`src/logic/scc_regs.svh`:
```
// register offsets, field positions, masks and timing counts for sync clock control
`ifndef SCC_REGS_SVH
`define SCC_REGS_SVH

`define SCC_ADDR_W 5
`define SCC_ADDR_CTL1 5'h00
`define SCC_ADDR_CTL2 5'h01
`define SCC_INSTR_BITS 6'h08
`define SCC_LEN_CTL1 6'h20
`define SCC_LEN_CTL2 6'h28
`define SCC_INSTR_RD 7

`define SCC_B1_UNLOCK 24
`define SCC_B1_WIRE3 14
`define SCC_B1_DIG_PD 7
`define SCC_B1_PFD_PD 6
`define SCC_B1_XTAL 5
`define SCC_B1_SC_DIS 4
`define SCC_B1_AUTO 3
`define SCC_B1_SW_SYNC 2
`define SCC_B1_HW_SYNC 1
`define SCC_B1_HS_SYNC 0

`define SCC_B2_DAC_PD 39
`define SCC_B2_BG_PD 33
`define SCC_B2_INT_RSET 32
`define SCC_B2_RISE_HI 31
`define SCC_B2_RISE_LO 29
`define SCC_B2_FALL_HI 28
`define SCC_B2_FALL_LO 26

`define SCC_MASK_CTL1 32'h000040FB
`define SCC_MASK_CTL2 40'h83FC000000
`define SCC_RST_CTL1 32'h00000000
`define SCC_RST_CTL2 40'h0000000000

`define SCC_PH_STEP 2'h1
`define SCC_PH_ADV 2'h2
`define SCC_PH_AUTO 2'h3
`define SCC_PH_AUTO_HS 2'h0

`endif

```
`src/logic/scc_pkg.sv`:
```
// types for sync clock and configuration control
package scc_pkg;

    typedef enum {SP_IDLE, SP_INSTR, SP_DATA} scc_sp_t;

    typedef struct packed {
        logic dig_pd;
        logic pfd_in_pd;
        logic xtal_en;
        logic auto_sync;
        logic hs_sync;
        logic dac_pd;
        logic bg_pd;
        logic int_rset;
        logic [2:0] rise_slew;
        logic [2:0] fall_slew;
    } scc_cfg_t;

endpackage

```
`src/logic/scc_sync_ctrl.sv`:
```
// serial-port controlled sync clock generator and configuration register block
//
// Overview of operation
// - wire-mode bit picks two-wire or three-wire readback
// - digital power-down freezes sync clock, port keeps running
// - detector input power-down drives buffer disable
// - crystal enable drives reference oscillator enable
// - sync clock is clock/4, disable tristates pin
// - automatic sync realigns sync clock to input
// - software sync bit advances one cycle, self-clears
// - hardware sync: input rising edge advances clock
// - in hardware sync, unlock sets sticky flag
// - shared pin outputs status unless sync mode
// - high speed bit changes automatic realign phase
// - converter power-down output
// - bandgap power-down output
// - internal resistor select output
// - rising-edge slew field output
// - falling-edge slew field output
// - sticky unlock cleared by first register read
`timescale 1ns/1ps
`include "scc_regs.svh"

module scc_sync_ctrl import scc_pkg::*; (
    // clock and reset
    input wire logic i_clk,
    input wire logic i_rstn,
    // serial port
    input wire logic i_sclk,
    input wire logic i_csn,
    input wire logic i_sdio,
    output logic o_sdio_out,
    output logic o_sdio_oe_n,
    output logic o_sdo,
    // sync and status pins
    input wire logic i_sync_in,
    output logic o_status_out,
    output logic o_status_oe_n,
    output logic o_sync_clk,
    output logic o_sync_clk_oe_n,
    // loop lock detector
    input wire logic i_unlock,
    // configuration
    output scc_cfg_t o_cfg
);

    ////////////////////////////////////////////////////////////////////////
    // pin synchronisers

    logic [4:0] meta_r;
    logic [4:0] pin_r;
    logic [4:0] pin_d_r;

    always_ff @(posedge i_clk or negedge i_rstn) begin
        if (!i_rstn) begin
            meta_r <= 5'h08;
            pin_r <= 5'h08;
            pin_d_r <= 5'h08;
        end else begin
            meta_r <= {i_sclk, i_csn, i_sdio, i_sync_in, i_unlock};
            pin_r <= meta_r;
            pin_d_r <= pin_r;
        end
    end

    wire csn = pin_r[3];
    wire din = pin_r[2];
    wire unlock_lvl = pin_r[0];
    wire sclk_rise = pin_r[4] & ~pin_d_r[4];
    wire sclk_fall = ~pin_r[4] & pin_d_r[4];
    wire sync_rise = pin_r[1] & ~pin_d_r[1];
    wire unlock_rise = pin_r[0] & ~pin_d_r[0];

    ////////////////////////////////////////////////////////////////////////
    // serial port

    scc_sp_t sp_r;
    logic [5:0] cnt_r;
    logic rd_r;
    logic [4:0] addr_r;
    logic [39:0] sh_r;
    logic [31:0] ctl1_r;
    logic [39:0] ctl2_r;
    logic unlock_r;
    logic sw_adv_r;

    wire [39:0] sh_in = {sh_r[38:0], din};
    wire [4:0] instr_addr = sh_in[4:0];
    wire instr_rd = sh_in[`SCC_INSTR_RD];
    wire [5:0] len = (addr_r == `SCC_ADDR_CTL2) ? `SCC_LEN_CTL2 : `SCC_LEN_CTL1;
    wire instr_done = (sp_r == SP_INSTR) & sclk_rise & (cnt_r == `SCC_INSTR_BITS - 6'h01);
    wire data_last = (sp_r == SP_DATA) & sclk_rise & (cnt_r == len - 6'h01);
    wire wr_ctl1 = data_last & ~rd_r & (addr_r == `SCC_ADDR_CTL1);
    // commit only after the full frame of bytes has arrived
    wire wr_ctl2 = data_last & ~rd_r & (addr_r == `SCC_ADDR_CTL2);
    wire rd_ctl1 = instr_done & instr_rd & (instr_addr == `SCC_ADDR_CTL1);
    wire [31:0] ctl1_view = {ctl1_r[31:25], unlock_r, ctl1_r[23:0]};
    wire [39:0] rd_word = (instr_addr == `SCC_ADDR_CTL1) ? {ctl1_view, 8'h00} :
                          (instr_addr == `SCC_ADDR_CTL2) ? ctl2_r : 40'h0000000000;
    wire wire3 = ctl1_r[`SCC_B1_WIRE3];
    wire rd_drive = (sp_r == SP_DATA) & rd_r;

    always_ff @(posedge i_clk or negedge i_rstn) begin
        if (!i_rstn) begin
            sp_r <= SP_IDLE;
            cnt_r <= 6'h00;
            rd_r <= 1'b0;
            addr_r <= 5'h00;
            sh_r <= 40'h0000000000;
        end else if (csn) begin
            sp_r <= SP_IDLE;
            cnt_r <= 6'h00;
        end else begin
            unique case (sp_r)
                SP_IDLE: begin
                    sp_r <= SP_INSTR;
                end
                SP_INSTR: begin
                    if (instr_done) begin
                        sp_r <= SP_DATA;
                        cnt_r <= 6'h00;
                        rd_r <= instr_rd;
                        addr_r <= instr_addr;
                        sh_r <= instr_rd ? rd_word : sh_in;
                    end else if (sclk_rise) begin
                        cnt_r <= cnt_r + 6'h01;
                        sh_r <= sh_in;
                    end
                end
                SP_DATA: begin
                    if (data_last) begin
                        sp_r <= SP_INSTR;
                        cnt_r <= 6'h00;
                    end else if (sclk_rise) begin
                        cnt_r <= cnt_r + 6'h01;
                    end
                    if (rd_r && sclk_fall) begin
                        sh_r <= {sh_r[38:0], 1'b0};
                    end else if (!rd_r && sclk_rise) begin
                        sh_r <= sh_in;
                    end
                end
            endcase
        end
    end

    always_ff @(posedge i_clk or negedge i_rstn) begin
        if (!i_rstn) begin
            o_sdio_out <= 1'b0;
            o_sdio_oe_n <= 1'b1;
            o_sdo <= 1'b0;
        end else begin
            if (rd_drive && sclk_fall) begin
                o_sdio_out <= sh_r[39];
                o_sdo <= wire3 & sh_r[39];
            end
            o_sdio_oe_n <= ~(rd_drive & ~csn & ~wire3);
        end
    end

    ////////////////////////////////////////////////////////////////////////
    // control registers

    always_ff @(posedge i_clk or negedge i_rstn) begin
        if (!i_rstn) begin
            ctl1_r <= `SCC_RST_CTL1;
            ctl2_r <= `SCC_RST_CTL2;
            sw_adv_r <= 1'b0;
        end else begin
            if (wr_ctl1) begin
                // open bits are not stored; self-clearing sync bit never held
                ctl1_r <= sh_in[31:0] & `SCC_MASK_CTL1;
            end
            if (wr_ctl2) begin
                ctl2_r <= sh_in & `SCC_MASK_CTL2;
            end
            sw_adv_r <= wr_ctl1 & sh_in[`SCC_B1_SW_SYNC];
        end
    end

    wire hw_sync = ctl1_r[`SCC_B1_HW_SYNC];
    wire auto_sync = ctl1_r[`SCC_B1_AUTO];
    wire dig_pd = ctl1_r[`SCC_B1_DIG_PD];
    wire unlock_set = unlock_rise & (hw_sync | auto_sync);
    wire unlock_nxt = unlock_set | (unlock_r & ~rd_ctl1);

    always_ff @(posedge i_clk or negedge i_rstn) begin
        if (!i_rstn) begin
            unlock_r <= 1'b0;
        end else begin
            unlock_r <= unlock_nxt;
        end
    end

    ////////////////////////////////////////////////////////////////////////
    // sync clock divider and alignment

    logic [1:0] phase_r;

    wire hw_adv = hw_sync & sync_rise;
    wire auto_hit = auto_sync & ~hw_sync & sync_rise;
    wire [1:0] auto_phase = ctl1_r[`SCC_B1_HS_SYNC] ? `SCC_PH_AUTO_HS : `SCC_PH_AUTO;
    wire [1:0] step = (sw_adv_r | hw_adv) ? `SCC_PH_ADV : `SCC_PH_STEP;
    wire [1:0] phase_nxt = dig_pd ? phase_r :
                           auto_hit ? auto_phase : phase_r + step;

    always_ff @(posedge i_clk or negedge i_rstn) begin
        if (!i_rstn) begin
            phase_r <= 2'h0;
            o_sync_clk <= 1'b0;
            o_sync_clk_oe_n <= 1'b0;
        end else begin
            phase_r <= phase_nxt;
            o_sync_clk <= phase_nxt[1] & ~ctl1_r[`SCC_B1_SC_DIS];
            o_sync_clk_oe_n <= ctl1_r[`SCC_B1_SC_DIS];
        end
    end

    ////////////////////////////////////////////////////////////////////////
    // status pin and configuration outputs

    scc_cfg_t cfg_w;

    assign cfg_w.dig_pd = dig_pd;
    assign cfg_w.pfd_in_pd = ctl1_r[`SCC_B1_PFD_PD];
    assign cfg_w.xtal_en = ctl1_r[`SCC_B1_XTAL];
    assign cfg_w.auto_sync = auto_sync;
    assign cfg_w.hs_sync = ctl1_r[`SCC_B1_HS_SYNC];
    assign cfg_w.dac_pd = ctl2_r[`SCC_B2_DAC_PD];
    assign cfg_w.bg_pd = ctl2_r[`SCC_B2_BG_PD];
    assign cfg_w.int_rset = ctl2_r[`SCC_B2_INT_RSET];
    assign cfg_w.rise_slew = ctl2_r[`SCC_B2_RISE_HI:`SCC_B2_RISE_LO];
    assign cfg_w.fall_slew = ctl2_r[`SCC_B2_FALL_HI:`SCC_B2_FALL_LO];

    always_ff @(posedge i_clk or negedge i_rstn) begin
        if (!i_rstn) begin
            o_cfg <= '0;
            o_status_out <= 1'b0;
            o_status_oe_n <= 1'b0;
        end else begin
            o_cfg <= cfg_w;
            o_status_out <= unlock_lvl & ~(hw_sync | auto_sync);
            o_status_oe_n <= hw_sync | auto_sync;
        end
    end
endmodule

```
`config.mk`:
```
export PLATFORM = sky130hd
export DESIGN_NAME = scc_sync_ctrl
export DESIGN_NICKNAME = d
export VERILOG_FILES = /design/src/logic/scc_pkg.sv /design/src/logic/scc_sync_ctrl.sv
export VERILOG_INCLUDE_DIRS = /design/src /design/src/logic
export SDC_FILE = /design/constraint.sdc
export NUM_CORES = 1
export LEC_CHECK = 0
export BUFFER_PORTS_ARGS = -buffer_cell sky130_fd_sc_hd__buf_4
export CAP_MARGIN = 15
export CORE_ASPECT_RATIO = 0.75
export CORE_UTILIZATION = 40
export DETAILED_ROUTE_END_ITERATION = 8
export HOLD_SLACK_MARGIN = 0.02
export SETUP_SLACK_MARGIN = 0.1
export SLEW_MARGIN = 10
export SYNTH_ARGS = -nofsm -noshare
export SYNTH_HDL_FRONTEND = slang
export SYNTH_SLANG_ARGS = --single-unit
```
`constraint.sdc`:
```
create_clock -name i_clk -period 2.7 [get_ports i_clk]
set_clock_uncertainty 0.2 [all_clocks]
set_input_delay 0 -clock i_clk [delete_from_list [all_inputs] [get_ports i_clk]]
set_output_delay 0 -clock i_clk [all_outputs]
set_load 0.05 [all_outputs]
```
Word level (Yosys, flattened, before mapping)
Index checks and enable logic that the tools add are counted.
{ "word_totals": {"wordCells": 120, "output_inout_bits": 21, "inputBits": 7, "ff_bits": 141} }
{ "op_classes": {"muxes": 22, "add_sub_neg": 3, "n_bitwise": 40, "n_eq_ne": 12, "n_reduce_logical": 12} }
{ "ops": {"columns": ["cell", "n"], "rows": [
  ["two-way mux 40 bit", 7],
  ["two-way mux 32 bit", 3],
  ["case mux 32 bit (3 select lines)", 1],
  ["case mux 40 bit (2 select lines)", 1],
  ["== test 32 x 2 -> 1 bit, second input constant", 2],
  ["== test 32 x 1 -> 1 bit, second input constant", 1],
  ["== test 32 x 3 -> 1 bit, second input constant", 1],
  ["logical NOT 32 bit", 1],
  ["AND 1 bit", 25],
  ["two-way mux 6 bit", 4],
  ["inequality test 3 bit, second input constant", 4],
  ["NOT 1 bit", 12],
  ["case mux 6 bit (2 select lines)", 1],
  ["== test 5 x 1 -> 1 bit, second input constant", 2],
  ["logical NOT 5 bit", 2],
  ["two-way mux 2 bit", 4],
  ["adder 6 x 1 -> 6 bit, second input constant", 1],
  ["== test 6 x 3 -> 1 bit, second input constant", 1],
  ["== test 6 bit", 1],
  ["subtractor 6 x 1 -> 6 bit, second input constant", 1],
  ["two-way mux 4 bit", 1],
  ["AND reduction 4 bit", 1],
  ["logical AND 1 bit", 3],
  ["OR 1 bit", 3],
  ["6 further kinds", 6]
]} }

Depth between registers and ports, before layout
{ "depth": {"word_depth": 9, "mapped_depth": 9, "mapped_depth_nobuf": 7} }

Least setup slack after synthesis
OpenSTA, ideal clock, no wires.
{ "synth_path": {"path_kind": "flip-flop to flip-flop", "start": "register cnt_r[0]", "end": "register ctl1_r[7]", "arrival_time_ns": 1.658, "setup_slack_ns": 0.724, "path_stages_with_launch": 9, "t_required_ns": 2.382, "path_cell_list": "dfrtp_1 ha_1 and4b_1 buf_4 nand2_2 or4_4 buf_6 nand2_2 o21ai_2"} }
{ "synth_between": {"elab_chain_len": 4} }
{ "synth_rtl": {"columns": ["element", "line", "rtl"], "rows": [
  ["from (decl)", "scc_sync_ctrl.sv:78", "logic [5:0] cnt_r;"],
  ["from (signal assigned)", "scc_sync_ctrl.sv:126", "cnt_r <= cnt_r + 6'h01;"],
  ["from (signal assigned)", "scc_sync_ctrl.sv:135", "cnt_r <= cnt_r + 6'h01;"],
  ["== test 6 bit", "scc_sync_ctrl.sv:92", "wire data_last = (sp_r == SP_DATA) & sclk_rise & (cnt_r == len - 6'h01);"],
  ["AND 1 bit", "scc_sync_ctrl.sv:92", null],
  ["AND 1 bit (2 in series)", "scc_sync_ctrl.sv:93", "wire wr_ctl1 = data_last & ~rd_r & (addr_r == `SCC_ADDR_CTL1);"],
  ["to (signal assigned)", "scc_sync_ctrl.sv:166", "ctl1_r <= `SCC_RST_CTL1;"],
  ["to (signal assigned)", "scc_sync_ctrl.sv:172", "ctl1_r <= sh_in[31:0] & `SCC_MASK_CTL1;"],
  ["to (decl)", "scc_sync_ctrl.sv:82", "logic [31:0] ctl1_r;"]
]} }
No other way between the ends.
A chain may end at the register's enable or synchronous reset.

Final worst setup path
{ "layout_path": {"start": "register sp_r[0]", "end": "register ctl2_r[26]"} }
{ "layout_between": {"elab_chain_len": 5} }
{ "layout_rtl": {"columns": ["element", "line", "rtl"], "rows": [
  ["from (decl)", "scc_sync_ctrl.sv:77", "scc_sp_t sp_r;"],
  ["from (signal assigned)", "scc_sync_ctrl.sv:105", "sp_r <= SP_IDLE;"],
  ["from (signal assigned)", "scc_sync_ctrl.sv:111", "sp_r <= SP_IDLE;"],
  ["from (signal assigned)", "scc_sync_ctrl.sv:116", "sp_r <= SP_INSTR;"],
  ["== test 32 x 3 -> 1 bit", "scc_sync_ctrl.sv:92", null],
  ["AND 1 bit (2 in series)", "scc_sync_ctrl.sv:92", null],
  ["AND 1 bit (2 in series)", "scc_sync_ctrl.sv:95", "wire wr_ctl2 = data_last & ~rd_r & (addr_r == `SCC_ADDR_CTL2);"],
  ["to (signal assigned)", "scc_sync_ctrl.sv:167", "ctl2_r <= `SCC_RST_CTL2;"],
  ["to (signal assigned)", "scc_sync_ctrl.sv:175", "ctl2_r <= sh_in & `SCC_MASK_CTL2;"],
  ["to (decl)", "scc_sync_ctrl.sv:83", "logic [39:0] ctl2_r;"]
]} }
No other way between the ends.

==> results.json <==
{
  "p_leak_nw": 2.41,
  "nFillCells": 950,
  "num_antenna_cells": 0,
  "drt.antenna.violating_nets": 0,
  "critical_path.endpoint_type": "flop",
  "via_count": 2912,
  "grt_antenna_before_repair": 0,
  "synthFlopType": "dfrtp_1",
  "ys.warnings.count": 0,
  "port_buffers": 27,
  "number_of_global_route_vias_before_repair": 2836,
  "finalWeightedCongestion": 0.773,
  "grt-ovfl-total": 0,
  "setup.reg_to_reg.worst_slack_ns": 0.38,
  "detailedPlacementHpwl_um": 5530,
  "initial_utilization": 0.419,
  "critical_path.endpoint": "ctl2_r[26]$_DFFE_PN0P_",
  "stdcell_count": 574,
  "yosys_register_bits": 109,
  "floorplan.die.width_um": 123,
  "ys_seq_area_frac": 0.621,
  "final-setup-viol-count": 0,
  "placement_rows": 32,
  "cp_num_buf_inv": 1,
  "cts.repair_timing.setup_buffer_count": 0,
  "routed_wire_length_per_instance_um": 14.6,
  "slew_headroom": 0.476,
  "timing.critical_path.max_delay_family": "simple AND/OR/NAND/NOR gates",
  "cts_htree_levels": 3,
  "cp_class": "flop to flop",
  "clock_root_buffer_master": "clkbuf_16",
  "switching_share": 0.217,
  "crit_path_start": "sp_r[0]$_DFFE_PN0P_",
  "final_min_period_over_clock_period": 0.859,
  "viasPerCell": 5.07,
  "timing.critical_path.slowest_stage_cell": "nor2_2",
  "largest_net_degree_at_the_start_of_global_routing": 81,
  "post-route-min-period_ns": 2.32,
  "setup_tns_ns": 0,
  "first_pass_iters": 4,
  "report.power.total_w": 0.00347,
  "syn_inst": 402,
  "numCtsBuffers": 9,
  "clk_path_buf_depth": 2,
  "top_level_ports": 28,
  "post_synth_num_cell_types": 48,
  "fp.dieArea_um2": 11400,
  "worst_pin_slew_ns": 0.785,
  "min-delay-path-class": "primary input to async pin",
  "cp_cell_sequence": "inv_1, ha_1, o2111ai_2, nor2_2, mux2_2",
  "floorplan.die.height_um": 92.8,
  "worstPathRequired_ns": 2.73,
  "outcome": "completed",
  "clock_power_share": 0.441,
  "ff2ff_path_depth": 5,
  "fin_area_um2": 5170,
  "crit-reg2reg-capture": "ctl2_r[26]$_DFFE_PN0P_",
  "share_comb_of_total_power": 0.053,
  "grt_setup_unrepaired": "false",
  "cp_num_cells": 5,
  "fmax_mhz": 431,
  "largest_area_contributor_in_the_synthesized_netlist": "dfrtp_1",
  "grt_first_pass_wirelength_um": 14600,
  "power.sequential.fraction": 0.506,
  "grt_util_all_layers": 0.169,
  "power_report.internal_total_w": 0.00272,
  "power.density_nw_per_um2": 671,
  "post-place-cells": 552,
  "clk_pin_slew_ns": 0.07,
  "critical-path-max-stage-delay_ns": 0.48,
  "cts_tree": "built",
  "cells_taking_the_most_area_after_synthesis": "dfrtp_1 (60%), nand2_1 (8.4%), o21ai_0 (5.2%)",
  "yosysMostFrequentCell": "dfrtp_1",
  "finalWirelength_um": 8410,
  "cap_viol_max_count": 0,
  "worst_setup_path_start_kind": "flop",
  "crit_arrival_ns": 2.35,
  "post-route-drc-count": 0,
  "clock_latency_ns": 0.34,
  "finalHoldViolations": 0,
  "peakVddDrop_v": 0.000313,
  "final_max_slew_viol_count": 0,
  "core_region_area_um2": 10500,
  "layout-drive-gt1-share": 0.196,
  "postPlaceCellArea_um2": 4750,
  "cts_num_sinks": 109,
  "synth.top_cell.area_share": 0.603,
  "synth.cells.most_frequent": "dfrtp_1 (106), nand2_1 (98), o21ai_0 (46)",
  "syn_avg_cell_area_um2": 10.9,
  "worstReg2RegStart": "sp_r[0]$_DFFE_PN0P_",
  "synth_enable_flop_cells": 0,
  "synth-async-reset-ratio": 1.00,
  "finish.net_count": 444,
  "syn-cell-area_um2": 4400,
  "power_switching_w": 0.000752,
  "drt_iter0_markers": 206,
  "syn-num-nets": 413,
  "area_delta_synth_final_pct": 17.5,
  "worstPathMaxFanout": 11
}
logic make-up (layout without fill, tap and decap cells):
group | count (synthesis) | after routing | share of synthesized area
simple gates | 158 | 158 | 0.175
mux | 17 | 17 | 0.0435
flops | 109 | 109 | 0.621
compound gates | 81 | 81 | 0.111
buf+inv | 30 | 66 | 0.0313
xor+xnor | 3 | 3 | 0.00597
fa+ha+maj | 4 | 4 | 0.0114
state kept, by name, indices dropped and copies added, names as in the netlist, 3 cells and up:
signal   cells
pin_d_r      3
meta_r       5
addr_r       5
o_cfg       14
ctl1_r       8
pin_r        5
sh_r        40
cnt_r        6
ctl2_r       9
power by group through the flow:
stage / clock (W) / combinational (W) / sequential (W)
6_report: 0.00153 / 0.000185 / 0.00175
3_5_place_dp: 0 / 0.000181 / 0.00178
3_3_place_gp: 0 / 0.000176 / 0.00178
5_1_grt: 0.00164 / 0.000216 / 0.00176
2_1_floorplan: 0 / 0.0000991 / 0.00176
4_1_cts: 0.00157 / 0.000188 / 0.00175
stage by stage:
stage          utilization  hold slack, ns  worst slack (ns)
4_1_cts              0.493          0.0902             0.399
3_5_place_dp         0.453         -0.0902             0.407
5_1_grt              0.493          0.0931             0.244
3_3_place_gp         0.453         -0.0906             0.432
2_1_floorplan            -          -0.496             0.724
6_report             0.493          0.0799             0.382
how the worst min path moves through the flow:
stage	from	to	slack (ns)	depth (start not counted)
2_1_floorplan	i_rstn	addr_r[0]$_DFFE_PN0P_	-0.50	0
3_3_place_gp	i_sclk	meta_r[4]$_DFF_PN0_	-0.09	1
3_5_place_dp	i_csn	meta_r[3]$_DFF_PN1_	-0.09	1
4_1_cts	i_sclk	meta_r[4]$_DFF_PN0_	0.09	2
5_1_grt	i_sync_in	meta_r[1]$_DFF_PN0_	0.09	2
6_report	i_rstn	o_cfg[11]$_DFF_PN0_	0.08	2
placed cells by master (no fill, tap or decap), types with 4 or more instances in the layout:
master / n
inv_1: 9
nand4_1: 4
buf_4: 34
nor2_1: 10
a21oi_1: 13
and3_1: 10
dfrtp_1: 106
nor3_1: 6
clkbuf_16: 9
o21ai_0: 46
mux2_2: 17
dlygate4sd3_1: 6
nand2_1: 98
ha_1: 4
nand3_1: 4
a22oi_1: 8
routing by layer:
layer,GRT usage,wire [um]
met1,0.252,4410
met2,0.236,3650
met3,0.0462,260
met4,0.0512,89
met5,0,0
timing repair:
item,4_1_cts,5_1_grt
hold buffers,6,0
resized for setup,0,0
hold endpoints to repair,67,0
area by class of cell:
| class | instances | area, um2 | area share |
|---|---|---|---|
| clock inverter | 5 | 106 | 0.0206 |
| multi-input combinational | 263 | 1540 | 0.298 |
| inverter | 9 | 33.8 | 0.00653 |
| sequential | 109 | 2730 | 0.528 |
| tap | 136 | 170 | 0.0329 |
| clock buffer | 11 | 253 | 0.0489 |
| timing repair buffer | 41 | 335 | 0.0648 |
Power figures use the tool's default switching activity.
